==> src/rtl/pio_pkg.sv <==
// package: register map, reset values and carrier types of the parallel ports
package pio_pkg;

  // register bank select values
  localparam logic [3:0] PIO_BANK_0                 = 4'h0;
  localparam logic [3:0] PIO_BANK_1                 = 4'h1;

  // register offsets inside a bank
  localparam logic [7:0] PIO_OFS_ZERO_PORT          = 8'h10; // bank 0
  localparam logic [7:0] PIO_OFS_FIRST_PORT_DIR     = 8'h11; // bank 0
  localparam logic [7:0] PIO_OFS_FIRST_PORT_DATA    = 8'h12; // bank 0
  localparam logic [7:0] PIO_OFS_LOW_BUS_PORT_DIR   = 8'h10; // bank 1
  localparam logic [7:0] PIO_OFS_LOW_BUS_PORT_DATA  = 8'h11; // bank 1
  localparam logic [7:0] PIO_OFS_HIGH_BUS_PORT_DIR  = 8'h12; // bank 1
  localparam logic [7:0] PIO_OFS_HIGH_BUS_PORT_DATA = 8'h13; // bank 1
  localparam logic [7:0] PIO_OFS_PERIPH_FLAGS_ONE   = 8'h16; // bank 1
  localparam logic [7:0] PIO_OFS_PERIPH_ENABLES_ONE = 8'h17; // bank 1

  // field positions
  localparam int         PIO_BIT_PULLUP_DISABLE_N   = 7;
  localparam int         PIO_BIT_PORT_CHANGE        = 7;
  localparam int         PIO_BIT_CAPTURE_ONE        = 0;
  localparam int         PIO_BIT_CAPTURE_TWO        = 1;
  localparam int         PIO_BIT_MODULATOR_ONE      = 2;
  localparam int         PIO_BIT_MODULATOR_TWO      = 3;
  localparam int         PIO_BIT_TIMER_ONE_TWO_CLK  = 4;
  localparam int         PIO_BIT_TIMER_THREE_CLK    = 5;
  localparam int         PIO_BIT_SPI_CLOCK          = 6;
  localparam int         PIO_BIT_SPI_DATA_OUT       = 7;

  // values after reset
  localparam logic [7:0] PIO_RST_DIRECTION          = 8'hff;
  localparam logic [7:0] PIO_RST_ENABLES_ONE        = 8'h00;
  localparam logic       PIO_RST_PULLUP_DISABLE_N   = 1'b0;
  localparam logic       PIO_RST_PORT_CHANGE        = 1'b0;
  localparam logic [7:0] PIO_RST_READ_DATA          = 8'h00;

  // processor memory modes from the configuration bits
  typedef enum logic [1:0] {
    PIO_MODE_MICROPROCESSOR,
    PIO_MODE_EXT_MICROCONTROLLER,
    PIO_MODE_MICROCONTROLLER,
    PIO_MODE_PROTECTED_MICROCONTROLLER
  } pio_mode_t;

  // one register access from the processor core
  typedef struct packed {
    logic       wr;
    logic       rd;
    logic [3:0] bank;
    logic [7:0] addr;
    logic [7:0] wdata;
  } pio_reg_req_t;

  // drive side of one 8-bit port
  typedef struct packed {
    logic [7:0] dout;
    logic [7:0] oe_n;
  } pio_pin_drive_t;

endpackage : pio_pkg

==> src/rtl/pio_ports.sv <==
// module: first port, low-byte and high-byte bus ports with change detect
//
// Operation
// - low bus port: eight pins, one means input
// - low bus port reads pins, writes latch
// - low bus port carries bus low byte
// - bus modes turn both ports into bus
// - high bus port: eight pins, one means input
// - high bus port reads pins, writes latch
// - high bus port carries bus high byte
// - bus port pins: gpio or address/data line
// - first port bits 0,1 feed captures
// - first port bits 2,3 carry modulators
// - first port bits 4,5 feed timer clocks
// - first port bits 6,7 carry spi
// - all first port pins: pull-up, change detect
// - low bus direction resets to all ones
// - first port direction: one means input
// - pull-ups: global enable, off on outputs
// - input-pin mismatches set change flag
`timescale 1ns/10ps

module pio_ports
  import pio_pkg::*;
#(
  parameter int WIDTH = 8
) (
  input  wire logic           clk_sys,
  input  wire logic           rst_n,
  input  wire pio_mode_t      mem_mode,
  input  wire pio_reg_req_t   reg_req,
  output logic [7:0]          reg_rdata,
  input  wire logic [7:0]     pb_pin_in,
  output pio_pin_drive_t      pb_drive,
  output logic [7:0]          pb_pullup_en,
  input  wire logic [7:0]     pc_pin_in,
  output pio_pin_drive_t      pc_drive,
  input  wire logic [7:0]     pd_pin_in,
  output pio_pin_drive_t      pd_drive,
  input  wire logic [15:0]    bus_ad_out,
  input  wire logic           bus_ad_oe_n,
  output logic [15:0]         bus_ad_in,
  output logic                bus_active,
  input  wire logic           modulator_one_en,
  input  wire logic           modulator_one_output,
  input  wire logic           modulator_two_en,
  input  wire logic           modulator_two_output,
  input  wire logic           spi_en,
  input  wire logic           spi_clock_out,
  input  wire logic           spi_clock_oe_n,
  input  wire logic           spi_data_out,
  output logic                capture_one_input,
  output logic                capture_two_input,
  output logic                timer_one_two_ext_clock,
  output logic                timer_three_ext_clock,
  output logic                spi_clock_in,
  output logic                port_change_flag,
  output logic                port_change_irq
);

  logic [WIDTH-1:0] b_meta_reg, b_sync_reg, c_meta_reg, c_sync_reg, d_meta_reg, d_sync_reg;
  logic [WIDTH-1:0] b_lat_reg, c_lat_reg, d_lat_reg;
  logic [WIDTH-1:0] b_dir_reg, c_dir_reg, d_dir_reg;
  logic [WIDTH-1:0] enables_one_reg;
  logic             pullup_disable_n_reg;
  logic             change_flag_reg;
  logic [WIDTH-1:0] b_dout_next, b_oe_n_next;
  logic [WIDTH-1:0] mismatch;
  logic             bus_mode_next;

  function automatic logic hit(input pio_reg_req_t req, input logic [3:0] bank, input logic [7:0] ofs);
    hit = (req.bank == bank) && (req.addr == ofs);
  endfunction

  // pins cross into the clock domain through two flip-flops
  always_ff @(posedge clk_sys or negedge rst_n) begin
    if (!rst_n) begin
      b_meta_reg <= '0;
      b_sync_reg <= '0;
      c_meta_reg <= '0;
      c_sync_reg <= '0;
      d_meta_reg <= '0;
      d_sync_reg <= '0;
    end else begin
      b_meta_reg <= pb_pin_in;
      b_sync_reg <= b_meta_reg;
      c_meta_reg <= pc_pin_in;
      c_sync_reg <= c_meta_reg;
      d_meta_reg <= pd_pin_in;
      d_sync_reg <= d_meta_reg;
    end
  end

  // latches keep value
  // no reset on purpose: an external reset must leave the latches alone
  always_ff @(posedge clk_sys) begin
    if (reg_req.wr && hit(reg_req, PIO_BANK_1, PIO_OFS_LOW_BUS_PORT_DATA)) begin
      c_lat_reg <= reg_req.wdata;
    end
    if (reg_req.wr && hit(reg_req, PIO_BANK_1, PIO_OFS_HIGH_BUS_PORT_DATA)) begin
      d_lat_reg <= reg_req.wdata;
    end
    if (reg_req.wr && hit(reg_req, PIO_BANK_0, PIO_OFS_FIRST_PORT_DATA)) begin
      b_lat_reg <= reg_req.wdata;
    end
  end

  always_ff @(posedge clk_sys or negedge rst_n) begin
    if (!rst_n) begin
      b_dir_reg <= PIO_RST_DIRECTION;
      c_dir_reg <= PIO_RST_DIRECTION;
      d_dir_reg <= PIO_RST_DIRECTION;
    end else begin
      if (reg_req.wr && hit(reg_req, PIO_BANK_0, PIO_OFS_FIRST_PORT_DIR)) begin
        b_dir_reg <= reg_req.wdata;
      end
      if (reg_req.wr && hit(reg_req, PIO_BANK_1, PIO_OFS_LOW_BUS_PORT_DIR)) begin
        c_dir_reg <= reg_req.wdata;
      end
      if (reg_req.wr && hit(reg_req, PIO_BANK_1, PIO_OFS_HIGH_BUS_PORT_DIR)) begin
        d_dir_reg <= reg_req.wdata;
      end
    end
  end

  always_ff @(posedge clk_sys or negedge rst_n) begin
    if (!rst_n) begin
      pullup_disable_n_reg <= PIO_RST_PULLUP_DISABLE_N;
      enables_one_reg      <= PIO_RST_ENABLES_ONE;
    end else begin
      if (reg_req.wr && hit(reg_req, PIO_BANK_0, PIO_OFS_ZERO_PORT)) begin
        pullup_disable_n_reg <= reg_req.wdata[PIO_BIT_PULLUP_DISABLE_N];
      end
      if (reg_req.wr && hit(reg_req, PIO_BANK_1, PIO_OFS_PERIPH_ENABLES_ONE)) begin
        enables_one_reg <= reg_req.wdata;
      end
    end
  end

  assign mismatch = (b_sync_reg ^ b_lat_reg) & b_dir_reg;

  // flag at bit 7
  // set wins over a clear in the same cycle, so a held mismatch re-flags
  always_ff @(posedge clk_sys or negedge rst_n) begin
    if (!rst_n) begin
      change_flag_reg <= PIO_RST_PORT_CHANGE;
    end else if (|mismatch) begin
      change_flag_reg <= 1'b1;
    end else if (reg_req.wr && hit(reg_req, PIO_BANK_1, PIO_OFS_PERIPH_FLAGS_ONE)) begin
      change_flag_reg <= reg_req.wdata[PIO_BIT_PORT_CHANGE];
    end
  end

  assign bus_mode_next = (mem_mode == PIO_MODE_MICROPROCESSOR) || (mem_mode == PIO_MODE_EXT_MICROCONTROLLER);

  always_comb begin
    b_dout_next = b_lat_reg;
    b_oe_n_next = b_dir_reg;
    if (modulator_one_en) begin
      b_dout_next[PIO_BIT_MODULATOR_ONE] = modulator_one_output;
      b_oe_n_next[PIO_BIT_MODULATOR_ONE] = 1'b0;
    end
    if (modulator_two_en) begin
      b_dout_next[PIO_BIT_MODULATOR_TWO] = modulator_two_output;
      b_oe_n_next[PIO_BIT_MODULATOR_TWO] = 1'b0;
    end
    if (spi_en) begin
      b_dout_next[PIO_BIT_SPI_CLOCK]    = spi_clock_out;
      b_oe_n_next[PIO_BIT_SPI_CLOCK]    = spi_clock_oe_n;
      b_dout_next[PIO_BIT_SPI_DATA_OUT] = spi_data_out;
      b_oe_n_next[PIO_BIT_SPI_DATA_OUT] = 1'b0;
    end
  end

  // first port pin drive
  always_ff @(posedge clk_sys or negedge rst_n) begin
    if (!rst_n) begin
      pb_drive     <= '{dout: 8'h00, oe_n: PIO_RST_DIRECTION};
      pb_pullup_en <= {WIDTH{~PIO_RST_PULLUP_DISABLE_N}};
    end else begin
      pb_drive     <= '{dout: b_dout_next, oe_n: b_oe_n_next};
      pb_pullup_en <= b_oe_n_next & {WIDTH{~pullup_disable_n_reg}};
    end
  end

  // bus owns the pins in bus modes, latches and directions otherwise
  // bus pins share one enable: the controller turns the whole bus at once
  always_ff @(posedge clk_sys or negedge rst_n) begin
    if (!rst_n) begin
      pc_drive   <= '{dout: 8'h00, oe_n: PIO_RST_DIRECTION};
      pd_drive   <= '{dout: 8'h00, oe_n: PIO_RST_DIRECTION};
      bus_active <= 1'b0;
    end else if (bus_mode_next) begin
      pc_drive   <= '{dout: bus_ad_out[7:0], oe_n: {WIDTH{bus_ad_oe_n}}};
      pd_drive   <= '{dout: bus_ad_out[15:8], oe_n: {WIDTH{bus_ad_oe_n}}};
      bus_active <= 1'b1;
    end else begin
      pc_drive   <= '{dout: c_lat_reg, oe_n: c_dir_reg};
      pd_drive   <= '{dout: d_lat_reg, oe_n: d_dir_reg};
      bus_active <= 1'b0;
    end
  end

  always_ff @(posedge clk_sys or negedge rst_n) begin
    if (!rst_n) begin
      bus_ad_in               <= '0;
      capture_one_input       <= 1'b0;
      capture_two_input       <= 1'b0;
      timer_one_two_ext_clock <= 1'b0;
      timer_three_ext_clock   <= 1'b0;
      spi_clock_in            <= 1'b0;
    end else begin
      bus_ad_in               <= {d_sync_reg, c_sync_reg};
      capture_one_input       <= b_sync_reg[PIO_BIT_CAPTURE_ONE];
      capture_two_input       <= b_sync_reg[PIO_BIT_CAPTURE_TWO];
      timer_one_two_ext_clock <= b_sync_reg[PIO_BIT_TIMER_ONE_TWO_CLK];
      timer_three_ext_clock   <= b_sync_reg[PIO_BIT_TIMER_THREE_CLK];
      spi_clock_in            <= b_sync_reg[PIO_BIT_SPI_CLOCK];
    end
  end

  // interrupt request and wake level
  always_ff @(posedge clk_sys or negedge rst_n) begin
    if (!rst_n) begin
      port_change_flag <= 1'b0;
      port_change_irq  <= 1'b0;
    end else begin
      port_change_flag <= change_flag_reg;
      port_change_irq  <= change_flag_reg & enables_one_reg[PIO_BIT_PORT_CHANGE];
    end
  end

  always_ff @(posedge clk_sys or negedge rst_n) begin
    if (!rst_n) begin
      reg_rdata <= PIO_RST_READ_DATA;
    end else if (reg_req.rd) begin
      if (hit(reg_req, PIO_BANK_0, PIO_OFS_ZERO_PORT)) begin
        reg_rdata <= {pullup_disable_n_reg, 7'h00};
      end else if (hit(reg_req, PIO_BANK_0, PIO_OFS_FIRST_PORT_DIR)) begin
        reg_rdata <= b_dir_reg;
      end else if (hit(reg_req, PIO_BANK_0, PIO_OFS_FIRST_PORT_DATA)) begin
        reg_rdata <= b_sync_reg;
      end else if (hit(reg_req, PIO_BANK_1, PIO_OFS_LOW_BUS_PORT_DIR)) begin
        reg_rdata <= c_dir_reg;
      end else if (hit(reg_req, PIO_BANK_1, PIO_OFS_LOW_BUS_PORT_DATA)) begin
        reg_rdata <= c_sync_reg;
      end else if (hit(reg_req, PIO_BANK_1, PIO_OFS_HIGH_BUS_PORT_DIR)) begin
        reg_rdata <= d_dir_reg;
      end else if (hit(reg_req, PIO_BANK_1, PIO_OFS_HIGH_BUS_PORT_DATA)) begin
        reg_rdata <= d_sync_reg;
      end else if (hit(reg_req, PIO_BANK_1, PIO_OFS_PERIPH_FLAGS_ONE)) begin
        reg_rdata <= {change_flag_reg, 7'h00};
      end else if (hit(reg_req, PIO_BANK_1, PIO_OFS_PERIPH_ENABLES_ONE)) begin
        reg_rdata <= enables_one_reg;
      end else begin
        reg_rdata <= 8'h00;
      end
    end
  end
endmodule // pio_ports

==> config.mk <==
export PLATFORM = sky130hd
export DESIGN_NAME = pio_ports
export DESIGN_NICKNAME = d
export VERILOG_FILES = /design/src/rtl/pio_pkg.sv /design/src/rtl/pio_ports.sv
export SDC_FILE = /design/constraint.sdc
export NUM_CORES = 1
export LEC_CHECK = 0
export ABC_CLOCK_PERIOD_IN_PS = 1200
export CORE_ASPECT_RATIO = 2
export CORE_UTILIZATION = 56
export DETAILED_ROUTE_END_ITERATION = 12
export DONT_BUFFER_PORTS = 1
export HOLD_SLACK_MARGIN = 0.12
export PLACE_DENSITY = 0.84
export SYNTH_ARGS = -nofsm -noshare
export SYNTH_HDL_FRONTEND = slang
export SYNTH_SLANG_ARGS = --single-unit
==> constraint.sdc <==
create_clock -name clk_sys -period 1.2 [get_ports clk_sys]
set_input_delay 0.12 -clock clk_sys [delete_from_list [all_inputs] [get_ports clk_sys]]
set_output_delay 0.12 -clock clk_sys [all_outputs]
set_load 0.03 [all_outputs]
==> results of run 1 <==
[cell type report]
cell class | instances | area share
sequential | 194 | 0.568
multi-input combinational | 228 | 0.220
timing repair buffer | 119 | 0.122
clock buffer | 17 | 0.0479
tap | 147 | 0.0207
clock inverter | 15 | 0.0186
inverter | 6 | 0.00254
[per-stage QoR]
step	power (mW)	worst slack (ns)	cells	TNS [ns]
2_1_floorplan	7.60	-0.415	443	-10.95
3_3_place_gp	7.68	-0.376	629	-14.37
3_5_place_dp	7.70	-0.400	629	-17.97
4_1_cts	13.5	-0.220	726	-1.97
5_1_grt	13.9	-0.244	726	-0.745
6_report	13.4	-0.249	726	-0.480
[cells in the mapped netlist, drive strengths merged, types with 5 or more instances]
| cell type | number | area (sq um) |
|---|---|---|
| mux2i | 15 | 150 |
| a21oi | 9 | 45.0 |
| edfxtp | 24 | 721 |
| o21ai | 6 | 30.0 |
| nor2b | 17 | 106 |
| and2 | 7 | 43.8 |
| clkbuf | 9 | 33.8 |
| dfrtp | 114 | 2850 |
| a22oi | 6 | 45.0 |
| mux2 | 55 | 619 |
| dfstp | 56 | 1470 |
| a211oi | 5 | 37.5 |
| xor2 | 8 | 70.1 |
| o22ai | 12 | 75.1 |
| inv | 6 | 22.5 |
| buf | 6 | 30.0 |
| nor2 | 6 | 22.5 |
| nor3b | 6 | 45.0 |
| nand2 | 37 | 139 |
[worst paths after layout]
check / from / to / slack, ns
hold / removal: rst_n / b_meta_reg[6] / -0.61
min in group clk_sys: mem_mode[1] / pd_drive[0] / -0.03
max in group asynchronous: rst_n / b_dir_reg[4] / 1.48
setup / recovery: b_sync_reg[5] / change_flag_reg / -0.25
hold reg to reg: b_meta_reg[7] / b_sync_reg[7] / 0.35
setup reg to reg: b_sync_reg[5] / change_flag_reg / -0.25
[what timing repair did]
| item | 4_1_cts | 5_1_grt |
|---|---|---|
| cloned | 0 | 0 |
| hold endpoints to repair | 313 | 210 |
| gates resized for setup | 12 | 10 |
| pin swaps | 4 | 8 |
| endpoints found under the setup margin | 8 | 27 |
| buffers inserted | 0 | 0 |
[metal layers]
metal	vias up	routed length, um	GRT usage	part of all wire
li1	1822	-	-	-
met1	2107	5700	0.297	0.34
met2	195	9520	0.475	0.57
met3	33	1000	0.0734	0.060
met4	0	531	0.146	0.032
met5	-	0	0	0
[placed cells by master, fill, tap and decap left out, types with 7 or more instances in the layout]
master,synthesis,final
and2_1,7,7
o22ai_1,12,7
xor2_1,8,8
a21oi_1,9,9
mux2i_1,15,12
dfrtp_1,114,114
buf_4,0,53
mux2_2,54,47
nor2b_1,17,15
dfstp_2,56,56
nand2_1,37,36
clkbuf_16,0,17
dlygate4sd3_1,0,61
mux2_4,0,8
edfxtp_1,24,24
[critical path, cell delays in order (launching register included)]
cell and delay [ns]:
dfrtp_1 0.43, buf_4 0.16, xor2_1 0.15, a22oi_1 0.16
nand4_1 0.17, a211o_1 0.27
[power groups by stage]
| stage | clock network, mW | registers, mW | logic [mW] |
|---|---|---|---|
| after global placement | 0 | 7.33 | 0.347 |
| after floorplan | 0 | 7.33 | 0.262 |
| after CTS | 5.65 | 7.22 | 0.631 |
| final | 5.56 | 7.22 | 0.645 |
| after detailed placement | 0 | 7.34 | 0.358 |
| after global routing | 5.94 | 7.24 | 0.681 |
[cell families after synthesis]
family	count (synthesis)
multiplexers	70
buffers and inverters	21
AND/OR/NAND/NOR	101
flip-flops	194
XOR/XNOR	8
AO/OA/AOI/OAI	49
==> flow_metrics.tcl, run 1 <==
set metrics [dict create \
    outcome "complete, but fails checks" \
    violations "hold timing, setup timing" \
    synth_nets 518 \
    ys_ff_latch 194 \
    hold_path_class "input port to asynchronous set/reset pin" \
    port_buffers 0 \
    antenna_found_initial 0 \
    startpoint_type "register" \
    path_max_fanout 2 \
    synthArstFlopShare 0.876 \
    p_int_mw 10.2 \
    die_y_um 159 \
    max_clock_freq_ghz 0.690 \
    final.min_clock_period_ns 1.45 \
    synthXorXnorAreaFrac 0.0101 \
    multi_input_area_sq_mm 0.00195 \
    track_usage 0.275 \
    row_count 57 \
    worstSetupPathType "register to register" \
    final_nets 641 \
    yosys.area_share.simple 0.0927 \
    regArea_sq_mm 0.00504 \
    drive_gt1_frac 0.397 \
    hold_viol 186 \
    rsz0062_at_grt "true" \
    io_pins 163 \
    path_clk_slew_ns 0.07 \
    hold_buffers 65 \
    finish.instance_area_sq_mm 0.00888 \
    synthAdderAreaFrac 0 \
    switchingPower_mw 3.22 \
    synthMuxAreaShare 0.111 \
    fin_worst_skew_ns 0.00609 \
    htree_levels 4 \
    grt_pass1_wl_um 25000 \
    routedWlPerCell_um 23.1 \
    fillers 740 \
    final-setup-viol-count 13 \
    synth.distinct_cells 52 \
    synth_top_family_by_area "multiplexers" \
    slew_violations 0 \
    whs_ns -0.613 \
    maxCapViolCount 0 \
    firstDrtPassIters 5 \
    syn2layout_area_growth_pct 28.0 \
    finalWorstSetupSlack_ns -0.249 \
    die-area_sq_mm 0.0129 \
    synth_edf_count 24 \
    synthFlopType "dfrtp_1" \
    cts_sinks 194 \
    viasPerCell 5.73 \
    cp-end-kind "register" \
    synth-compound-area-share 0.0467 \
    clk_latency_ns 0.42 \
    combPwrFrac 0.048 \
    synth_warnings 0 \
    drc 0 \
    num_vias 4157 \
    seq_power_share 0.538 \
    fin_crit_sh 1.21 \
    grt_pass1_vias 4538 \
    cp.arrival_ns 1.75 \
    p_per_area_mw_per_mm2 1510 \
    power_leakage_nw 3.86 \
    core_sq_mm 0.0121 \
    cts_tree "done" \
    diodes 0 \
    switching_share 0.240 \
    ff2ff_path_depth 5 \
    syn_inst 443 \
    cts_buffers 17 \
    max-vdd-ir-drop_mv 1.43 \
    seq_area_frac_synth 0.727 \
    syn_area_sq_mm 0.00694 \
    synth_area_per_cell_sq_um 15.7 \
    clkPwrFrac 0.414 \
    placed_area_sq_mm 0.00756 \
    dieWidth_um 80.7 \
    dp_hpwl_um 10700 \
    place_congestion 0.883 \
    root_buffer "clkbuf_16" \
    wl_um 16800 \
    ant_nets 0 \
    grt-ovfl-total 0 \
    post-route-util 0.733 \
    drt_iter0_markers 243 \
    start_util 0.572 \
    slew-limit-headroom 0.619 \
    tightest_slew_ns 0.570 \
    worstPathRequired_ns 1.51 \
    grt_max_degree 171 \
    cts.path.max_buffers 2 \
]
(Power assumes the default switching activity.)
==> run 2: changes to the inputs <==
- ABC_AREA: unset -> 1
==> flow_metrics.tcl, run 2 <==
set metrics [dict create \
    hold_viol 170 \
    slew-limit-headroom 0.679 \
    crit_chain "xnor2_1 -> o22ai_1 -> nor2_2 -> nand4_1 -> a21oi_1 -> o21ai_1" \
    setup-tns-final_ns -0.0876 \
    mostFrequentLayoutCells "165 x nand2_1, 113 x dfrtp_1, 84 x dlygate4sd3_1" \
    dp_slack_ns -0.200 \
    cp.arrival_ns 1.59 \
    port_buffers 0 \
    p_per_area_mw_per_mm2 1480 \
    placed_cells 776 \
    dp_hpwl_um 12300 \
    finish.instance_area_sq_mm 0.00911 \
    power_leakage_nw 4.03 \
    fin_crit_sh 1.07 \
    finalWorstSetupSlack_ns -0.0876 \
    synth.distinct_cells 38 \
    io_pins 163 \
    slew_violations 0 \
    grt_pass1_wl_um 28300 \
    worstSetupPathType "register to register" \
    fin_cells 895 \
    placed_area_sq_mm 0.00760 \
    die-area_sq_mm 0.0130 \
    synthTopCellsByArea "dfrtp_1 41%, dfstp_2 21%, edfxtp_1 10%" \
    violations "hold timing, setup timing" \
    wl_um 18700 \
    htree_levels 4 \
    layout_commonest_cell "nand2_1" \
    post-route-util 0.747 \
    max-vdd-ir-drop_mv 1.34 \
    cp_slowest_cell "dfrtp_1" \
    root_buffer "clkbuf_16" \
    syn2layout_area_growth_pct 29.9 \
    path_max_fanout 2 \
    syn_inst 595 \
    synth_common_cells "167 x nand2_1, 114 x dfrtp_1, 56 x dfstp_2" \
    fin_worst_skew_ns 0.00738 \
    cts_sinks 194 \
    path_buf_inv 0 \
    drc 0 \
    grt_pass1_vias 5413 \
    die_y_um 160 \
    num_vias 4924 \
    viasPerCell 5.50 \
    clk_latency_ns 0.43 \
    cts.path.max_buffers 2 \
    whs_ns -0.616 \
    rsz0062_at_grt "true" \
    critPathTopFamily "flip-flops" \
    cts_tree "done" \
    drive_gt1_frac 0.286 \
    ant_nets 0 \
    maxCapViolCount 0 \
    critPathMaxStageDelay_ns 0.41 \
    final_nets 809 \
    synth_top_cell_by_area "dfrtp_1" \
    startpoint_type "register" \
    antenna_found_initial 1 \
    seq_area_frac_synth 0.719 \
    grt_max_degree 171 \
    synth_area_per_cell_sq_um 11.8 \
    final.min_clock_period_ns 1.29 \
    place_congestion 0.931 \
    dieWidth_um 81.1 \
    hold_path_class "input port to asynchronous set/reset pin" \
    row_count 57 \
    worstPathRequired_ns 1.50 \
    path_clk_slew_ns 0.07 \
    final-setup-viol-count 1 \
    ys_ff_latch 194 \
    synthArstFlopShare 0.876 \
    synth_most_common_cell "nand2_1" \
    grt-ovfl-total 0 \
    cts_buffers 17 \
    core_sq_mm 0.0122 \
    synth_top_area_frac 0.407 \
    syn_area_sq_mm 0.00701 \
    synth_warnings 0 \
    tightest_slew_ns 0.480 \
    synthFlopType "dfrtp_1" \
    max_clock_freq_ghz 0.777 \
    outcome "complete, but fails checks" \
    drt_iter0_markers 387 \
    synth_edf_count 24 \
    synth_nets 670 \
    firstDrtPassIters 4 \
    start_util 0.575 \
    routedWlPerCell_um 20.8 \
    track_usage 0.308 \
    cp-end-kind "register" \
]
run 2: cell types whose count changed after synthesis, moves of 20 or more:
cell,previous run,this run
nand3_1,1,21
o21ai_1,0,22
nor2_1,6,27
mux2_2,54,3
nand2_1,37,167
inv_1,6,39
run 2: repair_timing:
item	CTS	global route
pin swaps	1	7
endpoints found under the setup margin	1	22
hold buffers	89	4
hold endpoints to repair	307	184
resized for setup	7	15
setup buffers	1	0
run 2: per-stage QoR:
stage               total power, mW  hold slack, ns
floorplan                      7.56          -0.176
global placement               7.70          -0.171
global route                   13.9          -0.632
detailed placement             7.72          -0.172
finish                         13.5          -0.616
CTS                            13.5          -0.626
run 2: per-layer routing:
layer  GRT usage  share of wire
met5           0              0
met4       0.199          0.062
met3      0.0594          0.054
met2       0.570           0.57
met1       0.291           0.31
run 2: cells by family (layout without fill, tap and decap cells):
family	count (synthesis)	after routing	share of synthesized area
AOI/OAI and AO/OA	74	74	0.0632
buffers and inverters	59	211	0.0362
xor gates and xnor gates	2	2	0.00250
muxes	3	3	0.00482
and+or+nand+nor	263	263	0.174
other	0	1	0
DFF	194	194	0.719
run 2: final timing paths:
path	startpoint	to	slack (ns)	cells after the start
worst min register to register	d_meta_reg[1]	d_sync_reg[1]	0.35	0
max in group asynchronous	rst_n	b_dir_reg[7]	1.49	0
worst max register to register	b_sync_reg[4]	change_flag_reg	-0.09	6
worst min-delay path	rst_n	d_meta_reg[4]	-0.62	0
worst max-delay path	b_sync_reg[4]	change_flag_reg	-0.09	6
min in group clk_sys	mem_mode[1]	pc_drive[9]	0.11	4
run 2: final cells by class:
cell class	instances	area (sq um)
fill	763	3090
multi-input combinational	342	1860
antenna	1	2.50
tap	147	184
inverter	45	179
clock buffer	18	429
timing repair buffer	134	1250
clock inverter	14	155
sequential	194	5050
run 2: report_power, final:
group,leakage [nW],switching [mW],total (mW),internal [mW]
Combinational,1.57,0.318,0.623,0.305
Clock,0.290,2.48,5.59,3.11
Sequential,2.17,0.364,7.27,6.91
Total,4.03,3.16,13.5,10.3
